===== config.mk =====
export PLATFORM = sky130hd
export DESIGN_NAME = pll_bandwidth_divider_control
export DESIGN_NICKNAME = d
export VERILOG_FILES = /design/src/common/pll_ctrl_pkg.sv /design/src/rtl/pll_bandwidth_divider_control.sv
export SDC_FILE = /design/constraint.sdc
export NUM_CORES = 1
export LEC_CHECK = 0
export BUFFER_PORTS_ARGS = -buffer_cell sky130_fd_sc_hd__buf_2
export CAP_MARGIN = 5
export CORE_AREA = 4 4 88 98
export CTS_CLUSTER_DIAMETER = 80
export CTS_CLUSTER_SIZE = 14
export DETAILED_ROUTE_END_ITERATION = 7
export DIE_AREA = 0 0 92 102
export GPL_TIMING_DRIVEN = 0
export PLACE_DENSITY = 0.75
export SLEW_MARGIN = 20
export SYNTH_ARGS = -nofsm -noshare
export SYNTH_HDL_FRONTEND = slang
export SYNTH_SLANG_ARGS = --single-unit

===== constraint.sdc =====
create_clock -name CLK -period 1.8 [get_ports CLK]
set_input_delay 0.18 -clock CLK [delete_from_list [all_inputs] [get_ports CLK]]
set_output_delay 0.18 -clock CLK [all_outputs]
set_load 0.05 [all_outputs]

===== src/common/pll_ctrl_pkg.sv =====
// Package: register map, field positions and reset values of the PLL control block
`default_nettype none
package pll_ctrl_pkg;

   // ****************************************
   // Register offsets (byte addresses)
   // ****************************************
   localparam logic [7:0] OFF_PLL_CONTROL      = 8'h00;
   localparam logic [7:0] OFF_BANDWIDTH        = 8'h04;
   localparam logic [7:0] OFF_MULTIPLIER_HIGH  = 8'h08;
   localparam logic [7:0] OFF_MULTIPLIER_LOW   = 8'h0c;
   localparam logic [7:0] OFF_VCO_RANGE        = 8'h10;
   localparam logic [7:0] OFF_REFERENCE_DIV    = 8'h14;

   // ****************************************
   // Control register fields
   // ****************************************
   localparam int CTL_IE_BIT   = 7;
   localparam int CTL_FLAG_BIT = 6;
   localparam int CTL_ON_BIT   = 5;
   localparam int CTL_BCS_BIT  = 4;
   localparam int CTL_PRE_LSB  = 2;
   localparam int CTL_VPR_LSB  = 0;

   // ****************************************
   // Bandwidth register fields
   // ****************************************
   localparam int BW_AUTO_BIT    = 7;
   localparam int BW_SETTLED_BIT = 6;
   localparam int BW_ACQ_BIT     = 5;

   // ****************************************
   // Reset values and substitutes for a zero modulus or divider
   // ****************************************
   localparam logic        RST_PLL_ON       = 1'b1;
   localparam logic [11:0] RST_MULTIPLIER   = 12'h040;
   localparam logic [7:0]  RST_VCO_RANGE    = 8'h40;
   localparam logic [3:0]  RST_REF_DIVIDER  = 4'h1;
   localparam logic [11:0] MIN_MODULUS      = 12'h001;
   localparam logic [3:0]  MIN_REF_DIVIDER  = 4'h1;

   // ****************************************
   // Bus phase of a read
   // ****************************************
   typedef enum logic [1:0] {
      PH_IDLE = 2'b01,
      PH_HOLD = 2'b10
   } apb_phase_t;

endpackage
`default_nettype wire


===== src/rtl/pll_bandwidth_divider_control.sv =====
// Design: APB register block for PLL bandwidth, multiplier, range and divider control
`default_nettype none

// How it works
// [RULE_01] Auto bit picks automatic or manual bandwidth
// [RULE_02] Settled reads live lock only in auto
// [RULE_03] Software always writes settled position as zero
// [RULE_04] Acquisition bit: status in auto, control manually
// [RULE_05] Manual acquisition value kept during auto mode
// [RULE_06] Reset: manual mode, acquisition, not settled
// [RULE_07] Software clears acquisition before turning PLL on
// [RULE_08] Twelve-bit multiplier; zero behaves as one
// [RULE_09] Multiplier resets to hex forty
// [RULE_10] Multiplier writes ignored while PLL on
// [RULE_11] Eight-bit VCO range, resets to hex forty
// [RULE_12] Range writes ignored while PLL on
// [RULE_13] Zero range disables PLL, blocks base select
// [RULE_14] Four-bit reference divider; zero as one; reset one
// [RULE_15] Divider writes ignored while PLL on
// [RULE_16] Each settle change sets flag; enable gates interrupt
// [RULE_17] Manual mode: no interrupt, flag reads zero
// [RULE_18] Software checks settled state after interrupt
// [RULE_19] Base select allowed even when not settled
// [RULE_20] Wait changes nothing; stop powers PLL down
// [RULE_21] Software clears base select before stop
// [RULE_22] Break with clear-enable low protects flag
// [RULE_23] Control register read clears the flag
// [RULE_24] PLL-on and base-select protect each other
// [RULE_25] Manual mode: interrupt enable ignores writes, reads zero
// [RULE_26] Lock input synchronised before change detection
module pll_bandwidth_divider_control (
   // Clock and reset
   input  wire logic        CLK,
   input  wire logic        RESET,
   // APB slave
   input  wire logic        PSEL,
   input  wire logic        PENABLE,
   input  wire logic        PWRITE,
   input  wire logic [7:0]  PADDR,
   input  wire logic [31:0] PWDATA,
   output logic [31:0]      PRDATA,
   output logic             PREADY,
   output logic             PSLVERR,
   // Analog loop status
   input  wire logic        LOCK_DETECT,
   input  wire logic        LOOP_TRACKING,
   // System modes
   input  wire logic        STOP_MODE,
   input  wire logic        WAIT_MODE,
   input  wire logic        BREAK_STATE,
   input  wire logic        BREAK_CLEAR_ENABLE,
   // Loop configuration
   output logic             PLL_ENABLE,
   output logic             BASE_CLOCK_SELECT,
   output logic             AUTO_BANDWIDTH,
   output logic             MANUAL_TRACKING,
   output logic [11:0]      FEEDBACK_MODULUS,
   output logic [7:0]       VCO_RANGE,
   output logic [3:0]       REFERENCE_DIVISOR,
   output logic [1:0]       PRESCALER_SELECT,
   output logic [1:0]       POWER_EXPONENT,
   // Interrupt
   output logic             PLL_INTERRUPT_REQUEST
);
   import pll_ctrl_pkg::*;

   // ****************************************
   // State
   // ****************************************
   typedef struct packed {
      apb_phase_t  phase;
      logic [31:0] rdata;
      logic        auto_mode;
      logic        acq_manual;
      logic        irq_enable;
      logic        change_flag;
      logic        power_on;
      logic        base_select;
      logic [1:0]  prescaler;
      logic [1:0]  exponent;
      logic [11:0] multiplier;
      logic [7:0]  vco_range;
      logic [3:0]  ref_divider;
      logic        lock_meta;
      logic        lock_sync;
      logic        lock_prev;
      logic        track_meta;
      logic        track_sync;
      logic        pll_run;
      logic [11:0] modulus;
      logic [3:0]  divisor;
   } state_t;

   localparam state_t RESET_STATE = '{
      phase:       PH_IDLE,
      rdata:       32'h0000_0000,
      auto_mode:   1'b0,
      acq_manual:  1'b0,
      irq_enable:  1'b0,
      change_flag: 1'b0,
      power_on:    RST_PLL_ON,
      base_select: 1'b0,
      prescaler:   2'h0,
      exponent:    2'h0,
      multiplier:  RST_MULTIPLIER,
      vco_range:   RST_VCO_RANGE,
      ref_divider: RST_REF_DIVIDER,
      lock_meta:   1'b0,
      lock_sync:   1'b0,
      lock_prev:   1'b0,
      track_meta:  1'b0,
      track_sync:  1'b0,
      pll_run:     1'b0,
      modulus:     RST_MULTIPLIER,
      divisor:     RST_REF_DIVIDER
   };

   state_t st_reg;
   state_t st_next;

   // ****************************************
   // Address decode
   // ****************************************
   function automatic logic is_mapped(input logic [7:0] addr);
      is_mapped = (addr == OFF_PLL_CONTROL) || (addr == OFF_BANDWIDTH) ||
                  (addr == OFF_MULTIPLIER_HIGH) || (addr == OFF_MULTIPLIER_LOW) ||
                  (addr == OFF_VCO_RANGE) || (addr == OFF_REFERENCE_DIV);
   endfunction

   function automatic logic hits(input logic [7:0] addr, input logic [7:0] off);
      hits = (addr == off);
   endfunction

   logic access;
   logic wr_take;
   logic rd_capture;
   logic lock_change;
   logic clear_allowed;
   logic [7:0] ctl_view;
   logic [7:0] bw_view;
   logic [7:0] wbyte;

   assign access        = PSEL && PENABLE;
   assign wr_take       = access && PWRITE;
   assign rd_capture    = access && !PWRITE && (st_reg.phase == PH_IDLE);
   assign lock_change   = st_reg.auto_mode && (st_reg.lock_sync != st_reg.lock_prev);  // RULE_16
   assign clear_allowed = !BREAK_STATE || BREAK_CLEAR_ENABLE;                          // RULE_22
   assign wbyte         = PWDATA[7:0];

   // ****************************************
   // Read views
   // ****************************************
   always_comb begin
      ctl_view = 8'h00;
      ctl_view[CTL_IE_BIT]   = st_reg.irq_enable && st_reg.auto_mode;              // RULE_25
      ctl_view[CTL_FLAG_BIT] = st_reg.change_flag && st_reg.auto_mode;             // RULE_17
      ctl_view[CTL_ON_BIT]   = st_reg.power_on;
      ctl_view[CTL_BCS_BIT]  = st_reg.base_select;
      ctl_view[CTL_PRE_LSB +: 2] = st_reg.prescaler;
      ctl_view[CTL_VPR_LSB +: 2] = st_reg.exponent;
      bw_view = 8'h00;
      bw_view[BW_AUTO_BIT]    = st_reg.auto_mode;
      bw_view[BW_SETTLED_BIT] = st_reg.auto_mode && st_reg.lock_sync;              // RULE_02
      bw_view[BW_ACQ_BIT]     = st_reg.auto_mode ? st_reg.track_sync : st_reg.acq_manual;  // RULE_04
   end

   // ****************************************
   // Next state
   // ****************************************
   always_comb begin
      st_next = st_reg;

      // Synchronisers and change detection
      st_next.lock_meta  = LOCK_DETECT;                       // RULE_26
      st_next.lock_sync  = st_reg.lock_meta;                  // RULE_26
      st_next.lock_prev  = st_reg.lock_sync;
      st_next.track_meta = LOOP_TRACKING;
      st_next.track_sync = st_reg.track_meta;

      // Read phase: one wait state, data captured from flops
      if (rd_capture) begin
         st_next.phase = PH_HOLD;
         case (PADDR)
            OFF_PLL_CONTROL:     st_next.rdata = {24'h0, ctl_view};
            OFF_BANDWIDTH:       st_next.rdata = {24'h0, bw_view};
            OFF_MULTIPLIER_HIGH: st_next.rdata = {28'h0, st_reg.multiplier[11:8]};
            OFF_MULTIPLIER_LOW:  st_next.rdata = {24'h0, st_reg.multiplier[7:0]};
            OFF_VCO_RANGE:       st_next.rdata = {24'h0, st_reg.vco_range};
            OFF_REFERENCE_DIV:   st_next.rdata = {28'h0, st_reg.ref_divider};
            default:             st_next.rdata = 32'h0000_0000;
         endcase
         if (hits(PADDR, OFF_PLL_CONTROL) && clear_allowed) begin
            st_next.change_flag = 1'b0;                       // RULE_23 RULE_22
         end
      end else if (st_reg.phase == PH_HOLD) begin
         st_next.phase = PH_IDLE;
      end else begin
         st_next.phase = PH_IDLE;
      end

      // Register writes
      if (wr_take) begin
         case (PADDR)
            OFF_PLL_CONTROL: begin
               if (st_reg.auto_mode) begin
                  st_next.irq_enable = wbyte[CTL_IE_BIT];      // RULE_25
               end
               // A combined write must not leave base select up with the PLL off
               if (wbyte[CTL_ON_BIT] || (!st_reg.base_select && !wbyte[CTL_BCS_BIT])) begin
                  st_next.power_on = wbyte[CTL_ON_BIT];        // RULE_24
               end
               if (!wbyte[CTL_BCS_BIT] || st_reg.power_on) begin
                  st_next.base_select = wbyte[CTL_BCS_BIT];    // RULE_24 RULE_19
               end
               if (!st_reg.power_on) begin
                  st_next.prescaler = wbyte[CTL_PRE_LSB +: 2];
                  st_next.exponent  = wbyte[CTL_VPR_LSB +: 2];
               end
            end
            OFF_BANDWIDTH: begin
               st_next.auto_mode = wbyte[BW_AUTO_BIT];          // RULE_01
               if (!st_reg.auto_mode) begin
                  st_next.acq_manual = wbyte[BW_ACQ_BIT];       // RULE_04 RULE_05
               end
            end
            OFF_MULTIPLIER_HIGH: begin
               if (!st_reg.power_on) begin
                  st_next.multiplier[11:8] = wbyte[3:0];        // RULE_10
               end
            end
            OFF_MULTIPLIER_LOW: begin
               if (!st_reg.power_on) begin
                  st_next.multiplier[7:0] = wbyte;              // RULE_10
               end
            end
            OFF_VCO_RANGE: begin
               if (!st_reg.power_on) begin
                  st_next.vco_range = wbyte;                    // RULE_12
               end
            end
            OFF_REFERENCE_DIV: begin
               if (!st_reg.power_on) begin
                  st_next.ref_divider = wbyte[3:0];             // RULE_15
               end
            end
            default: begin
               st_next.rdata = st_reg.rdata;
            end
         endcase
      end

      // Zero range forbids the VCO as base clock
      if (st_next.vco_range == 8'h00) begin
         st_next.base_select = 1'b0;                            // RULE_13
      end

      // Flag: set wins over a clear in the same cycle
      if (lock_change) begin
         st_next.change_flag = 1'b1;                            // RULE_16
      end
      if (!st_reg.auto_mode) begin
         st_next.change_flag = 1'b0;                            // RULE_17
      end

      // Loop runs only when on, range valid and not stopped; wait has no effect
      st_next.pll_run = st_next.power_on && (st_next.vco_range != 8'h00) && !STOP_MODE;  // RULE_20 RULE_13

      // Effective moduli
      st_next.modulus = (st_next.multiplier == 12'h000) ? MIN_MODULUS : st_next.multiplier;     // RULE_08
      st_next.divisor = (st_next.ref_divider == 4'h0) ? MIN_REF_DIVIDER : st_next.ref_divider;  // RULE_14
   end

   always_ff @(posedge CLK) begin
      if (RESET) begin
         st_reg <= RESET_STATE;                                 // RULE_06 RULE_09 RULE_11 RULE_14
      end else begin
         st_reg <= st_next;
      end
   end

   // ****************************************
   // Outputs
   // ****************************************
   assign PREADY                = access && (PWRITE || (st_reg.phase == PH_HOLD));
   assign PSLVERR               = PREADY && !is_mapped(PADDR);
   assign PRDATA                = st_reg.rdata;
   assign PLL_ENABLE            = st_reg.pll_run;
   assign BASE_CLOCK_SELECT     = st_reg.base_select;
   assign AUTO_BANDWIDTH        = st_reg.auto_mode;
   assign MANUAL_TRACKING       = st_reg.acq_manual;
   assign FEEDBACK_MODULUS      = st_reg.modulus;
   assign VCO_RANGE             = st_reg.vco_range;
   assign REFERENCE_DIVISOR     = st_reg.divisor;
   assign PRESCALER_SELECT      = st_reg.prescaler;
   assign POWER_EXPONENT        = st_reg.exponent;
   assign PLL_INTERRUPT_REQUEST = st_reg.change_flag && st_reg.irq_enable && st_reg.auto_mode;  // RULE_16 RULE_17

   // ****************************************
   // Assertions
   // ****************************************
   a_change_sets_flag: assert property (@(posedge CLK) disable iff (RESET) // RULE_16
      lock_change |=> st_reg.change_flag)
      else $error("settle change did not set flag");

   a_manual_no_irq: assert property (@(posedge CLK) disable iff (RESET) // RULE_17
      !st_reg.auto_mode |-> !PLL_INTERRUPT_REQUEST)
      else $error("interrupt raised in manual mode");

   a_irq_needs_enable: assert property (@(posedge CLK) disable iff (RESET) // RULE_16
      $rose(PLL_INTERRUPT_REQUEST) |-> st_reg.irq_enable && st_reg.change_flag)
      else $error("interrupt without enable and flag");

   a_read_clears_flag: assert property (@(posedge CLK) disable iff (RESET) // RULE_23
      rd_capture && hits(PADDR, OFF_PLL_CONTROL) && clear_allowed && !lock_change |=> !st_reg.change_flag)
      else $error("control read did not clear flag");

   a_break_keeps_flag: assert property (@(posedge CLK) disable iff (RESET) // RULE_22
      rd_capture && BREAK_STATE && !BREAK_CLEAR_ENABLE && st_reg.change_flag && st_reg.auto_mode
      |=> st_reg.change_flag)
      else $error("flag lost during protected break");

   a_mul_locked: assert property (@(posedge CLK) disable iff (RESET) // RULE_10
      st_reg.power_on |=> $stable(st_reg.multiplier))
      else $error("multiplier changed while PLL on");

   a_range_locked: assert property (@(posedge CLK) disable iff (RESET) // RULE_12
      st_reg.power_on |=> $stable(st_reg.vco_range))
      else $error("range changed while PLL on");

   a_divider_locked: assert property (@(posedge CLK) disable iff (RESET) // RULE_15
      st_reg.power_on |=> $stable(st_reg.ref_divider))
      else $error("divider changed while PLL on");

   a_zero_range_bcs: assert property (@(posedge CLK) disable iff (RESET) // RULE_13
      (st_reg.vco_range == 8'h00) |-> !BASE_CLOCK_SELECT && !PLL_ENABLE)
      else $error("zero range left base select or PLL on");

   a_on_held_by_bcs: assert property (@(posedge CLK) disable iff (RESET) // RULE_24
      st_reg.base_select |=> st_reg.power_on)
      else $error("PLL turned off under base select");

   a_bcs_needs_on: assert property (@(posedge CLK) disable iff (RESET) // RULE_24
      !st_reg.power_on |=> !st_reg.base_select)
      else $error("base select set while PLL off");

   a_shadow_kept: assert property (@(posedge CLK) disable iff (RESET) // RULE_05
      st_reg.auto_mode |=> $stable(st_reg.acq_manual))
      else $error("manual acquisition changed in auto");

   a_stop_powers_down: assert property (@(posedge CLK) disable iff (RESET) // RULE_20
      STOP_MODE |=> !PLL_ENABLE)
      else $error("PLL running in stop");

   a_modulus_min: assert property (@(posedge CLK) disable iff (RESET) // RULE_08
      (FEEDBACK_MODULUS != 12'h000) && (REFERENCE_DIVISOR != 4'h0))
      else $error("zero modulus reached output");

   a_settled_manual: assert property (@(posedge CLK) disable iff (RESET) // RULE_02
      rd_capture && hits(PADDR, OFF_BANDWIDTH) && !st_reg.auto_mode |=> !PRDATA[BW_SETTLED_BIT])
      else $error("settled read non-zero in manual");

   a_ie_manual_zero: assert property (@(posedge CLK) disable iff (RESET) // RULE_25
      rd_capture && hits(PADDR, OFF_PLL_CONTROL) && !st_reg.auto_mode
      |=> !PRDATA[CTL_IE_BIT] && !PRDATA[CTL_FLAG_BIT])
      else $error("enable or flag read non-zero in manual");

endmodule
`default_nettype wire


==> results.sh <==
export IMPL_max_stage_delay_ns=0.40
export IMPL_num_io_pins=118
export IMPL_async_reset_ff_frac=0
export IMPL_ys_flop_type="dfxtp_1"
export IMPL_p_leak_nw=1.950
export IMPL_finalSetupViolations=0
export IMPL_power_total_mw=3.324
export IMPL_drive_above_1_share=0.3907
export IMPL_yosys_area_top_type="dfxtp_1"
export IMPL_drt_iter0_markers=155
export IMPL_ant_nets=0
export IMPL_port_buffers=66
export IMPL_die_height_um=102
export IMPL_p_sw_frac=0.2509
export IMPL_first_global_vias=2728
export IMPL_grt_busiest_layer="met2"
export IMPL_finalHoldViolations=0
export IMPL_cts_buffer_depth=2
export IMPL_cts_buffers=9
export IMPL_clock_latency_ns=0.34
export IMPL_clock_root_buffer="clkbuf_8"
export IMPL_synth_top_area_frac=0.3917
export IMPL_antenna_found_initial=0
export IMPL_overflow=0
export IMPL_drc=0
export IMPL_yosysUniqueCellTypes=51
export IMPL_post_place_ws_ns=-0.3744
export IMPL_fillCellCount=748
export IMPL_maxCapViolCount=0
export IMPL_initial_utilization=0.4357
export IMPL_areaGrowthSynthToFinish_pct=26.89
export IMPL_critical_path_buf_inv_count=1
export IMPL_min_path_type="in2reg"
export IMPL_clkTransAtPathRegs_ns=0.07
export IMPL_tightest_slew_ns=0.9343
export IMPL_fin_skew_ns=0.009824
export IMPL_core_rowCount=34
export IMPL_multi_input_area_um2=1575
export IMPL_synth_avg_cell_area_um2=9.422
export IMPL_yosys_top_cells_area="dfxtp_1 39%, buf_4 14%, mux2i_1 8.6%"
export IMPL_clkSinkCount=66
export IMPL_seqPwrFrac=0.442
export IMPL_post_drt_via_cell_ratio=4.883
export IMPL_cpMaxStageDelayCell="nor4b_4"
export IMPL_drt_wl_total_mm=8.430
export IMPL_met1_usage=0.2185
export IMPL_grtUsageMet3=0.03387
export IMPL_yosysMostFrequentCell="dfxtp_1"
export IMPL_netlist_instances=358
export IMPL_die_area_um2=9384
export IMPL_path_cells="nand4b_4 -> nor4b_4 -> buf_6 -> mux2_1 -> o22ai_2"
export IMPL_synth_edf_count=0
export IMPL_syn_area_um2=3373
export IMPL_critical_path_class="reg2reg"
export IMPL_cp_required_ns=2.07
export IMPL_core_area_um2=7742
export IMPL_gp_congestion=0.9195
export IMPL_dr_total_vias=2827
export IMPL_ir_drop_mv=0.4985
export IMPL_cp_max_fo=5
export IMPL_synth_commonest_cells="66 x dfxtp_1, 61 x buf_4, 45 x nor2_1"
export IMPL_end_kind="register"
export IMPL_intPower_mw=2.490
export IMPL_cts_tree="done"
export IMPL_crit_arrival_ns=1.98
export IMPL_grt_pass1_wl_mm=13.26
export IMPL_fin_crit_ns=1.712
export IMPL_htreeDepth=3
export IMPL_worst_slack_ns=0.08847
export IMPL_timing_fmax_mhz=584.3
export IMPL_firstDrtPassIters=4
export IMPL_grtUsageMet2=0.3022
export IMPL_p_per_area_nw_per_um2=776.6
export IMPL_drt_wirelength_per_cell_um=14.56
export IMPL_fin_hold_ws_ns=0.06417
export IMPL_path_delay_family="simple AND/OR/NAND/NOR gates"
export IMPL_outcome="finished, final reports clean"
export IMPL_combPwrFrac=0.106
export IMPL_netSwitchingPower_mw=0.8339
export IMPL_fin_tns_setup_ns=0
export IMPL_pwr_share_clk=0.452
export IMPL_max_slew_margin_rel=0.3714
export IMPL_ys_seq_area_frac=0.3917
export IMPL_grt_max_degree=13
export IMPL_ys_warn_count=0
export IMPL_die_w_um=92
export IMPL_slew_viol_final=0
export IMPL_track_usage=0.1795
export IMPL_dpl_hpwl_mm=6.263
export IMPL_reg2reg_slack_ns=0.09
export IMPL_startpoint_type="register"
export IMPL_diodes=0
export IMPL_layout_worst_path_cycle_share=0.9509
export IMPL_nNetsFinal=518
export IMPL_synth_seq_cells=66
export IMPL_regArea_um2=1323
export IMPL_rsz0062_at_grt="no"
export IMPL_largest_reg_flops=22
## metal layers
layer  up-vias  part of all wire  wire [um]
li1       1391                 -          -
met1      1323              0.43       3614
met2        96              0.48       4063
met3        17             0.058        493
met4         0             0.031        259
met5         -                 0          0
## cell families after synthesis
group / Yosys count / share of synthesized area
compound gates: 45 / 0.08791
xor+xnor: 1 / 0.002597
buf+inv: 86 / 0.1773
flops: 66 / 0.3917
mux: 39 / 0.1194
other cells: 1 / 0.001112
simple gates: 120 / 0.2200
## worst register-to-register path, delay by kind of cell (launching register included)
family / cells / cell delay (ns)
buf+inv: 1 / 0.19
compound gates: 1 / 0.11
simple gates: 2 / 0.66
flops: 1 / 0.35
mux: 1 / 0.34
## final cells by class
class	count	share of cell area
timing repair buffer	76	0.09529
buffer	77	0.1333
clock buffer	9	0.02894
tap	108	0.03157
clock inverter	6	0.02689
inverter	8	0.007015
multi-input combinational	229	0.3680
sequential	66	0.3090
## power by group through the flow
stage	registers (mW)	clock network [mW]	logic, mW
2_1_floorplan	1.51	0	0.252
3_3_place_gp	1.50	0	0.335
3_5_place_dp	1.50	0	0.339
4_1_cts	1.47	1.52	0.342
5_1_grt	1.47	1.58	0.374
6_report	1.47	1.50	0.352
## worst paths after layout
| check | from | to | depth (start not counted) |
|---|---|---|---|
| max | ctl_view[5]$_SDFF_PP1_ | FEEDBACK_MODULUS[0]$_SDFF_PP0_ | 5 |
| min | LOCK_DETECT | st_next[20]$_SDFF_PP0_ | 2 |
| max reg2reg | ctl_view[5]$_SDFF_PP1_ | FEEDBACK_MODULUS[0]$_SDFF_PP0_ | 5 |
| min reg2reg | st_next[20]$_SDFF_PP0_ | st_next[19]$_SDFF_PP0_ | 1 |
## placed cells by master (no fill, tap or decap), types with 9 or more instances in the layout
cell | netlist | routed
buf_4 | 61 | 69
nand2_1 | 12 | 12
clkbuf_8 | 3 | 12
conb_1 | 1 | 24
nor4_1 | 12 | 11
nor2_1 | 45 | 44
dfxtp_1 | 66 | 65
nor2b_1 | 9 | 9
mux2_2 | 9 | 9
buf_2 | 1 | 67
mux2i_1 | 29 | 28
## timing repair
action	4_1_cts	5_1_grt
hold buffers	1	0
cloned	0	1
endpoints found under the setup margin	1	24
buffers inserted	0	8
gates resized for setup	2	9
pin swaps	0	2
endpoints found under the hold margin	1	0
## metrics by stage
| stage | cells | instance area (um^2) | utilization |
|---|---|---|---|
| CTS | 571 | 4187 | 0.5407 |
| floorplan | 381 | 3468 | - |
| global route | 579 | 4280 | 0.5528 |
| detailed placement | 555 | 3934 | 0.5081 |
| global placement | 555 | 3934 | 0.5081 |
| finish | 579 | 4280 | 0.5528 |
Power figures use the tool's default switching activity.
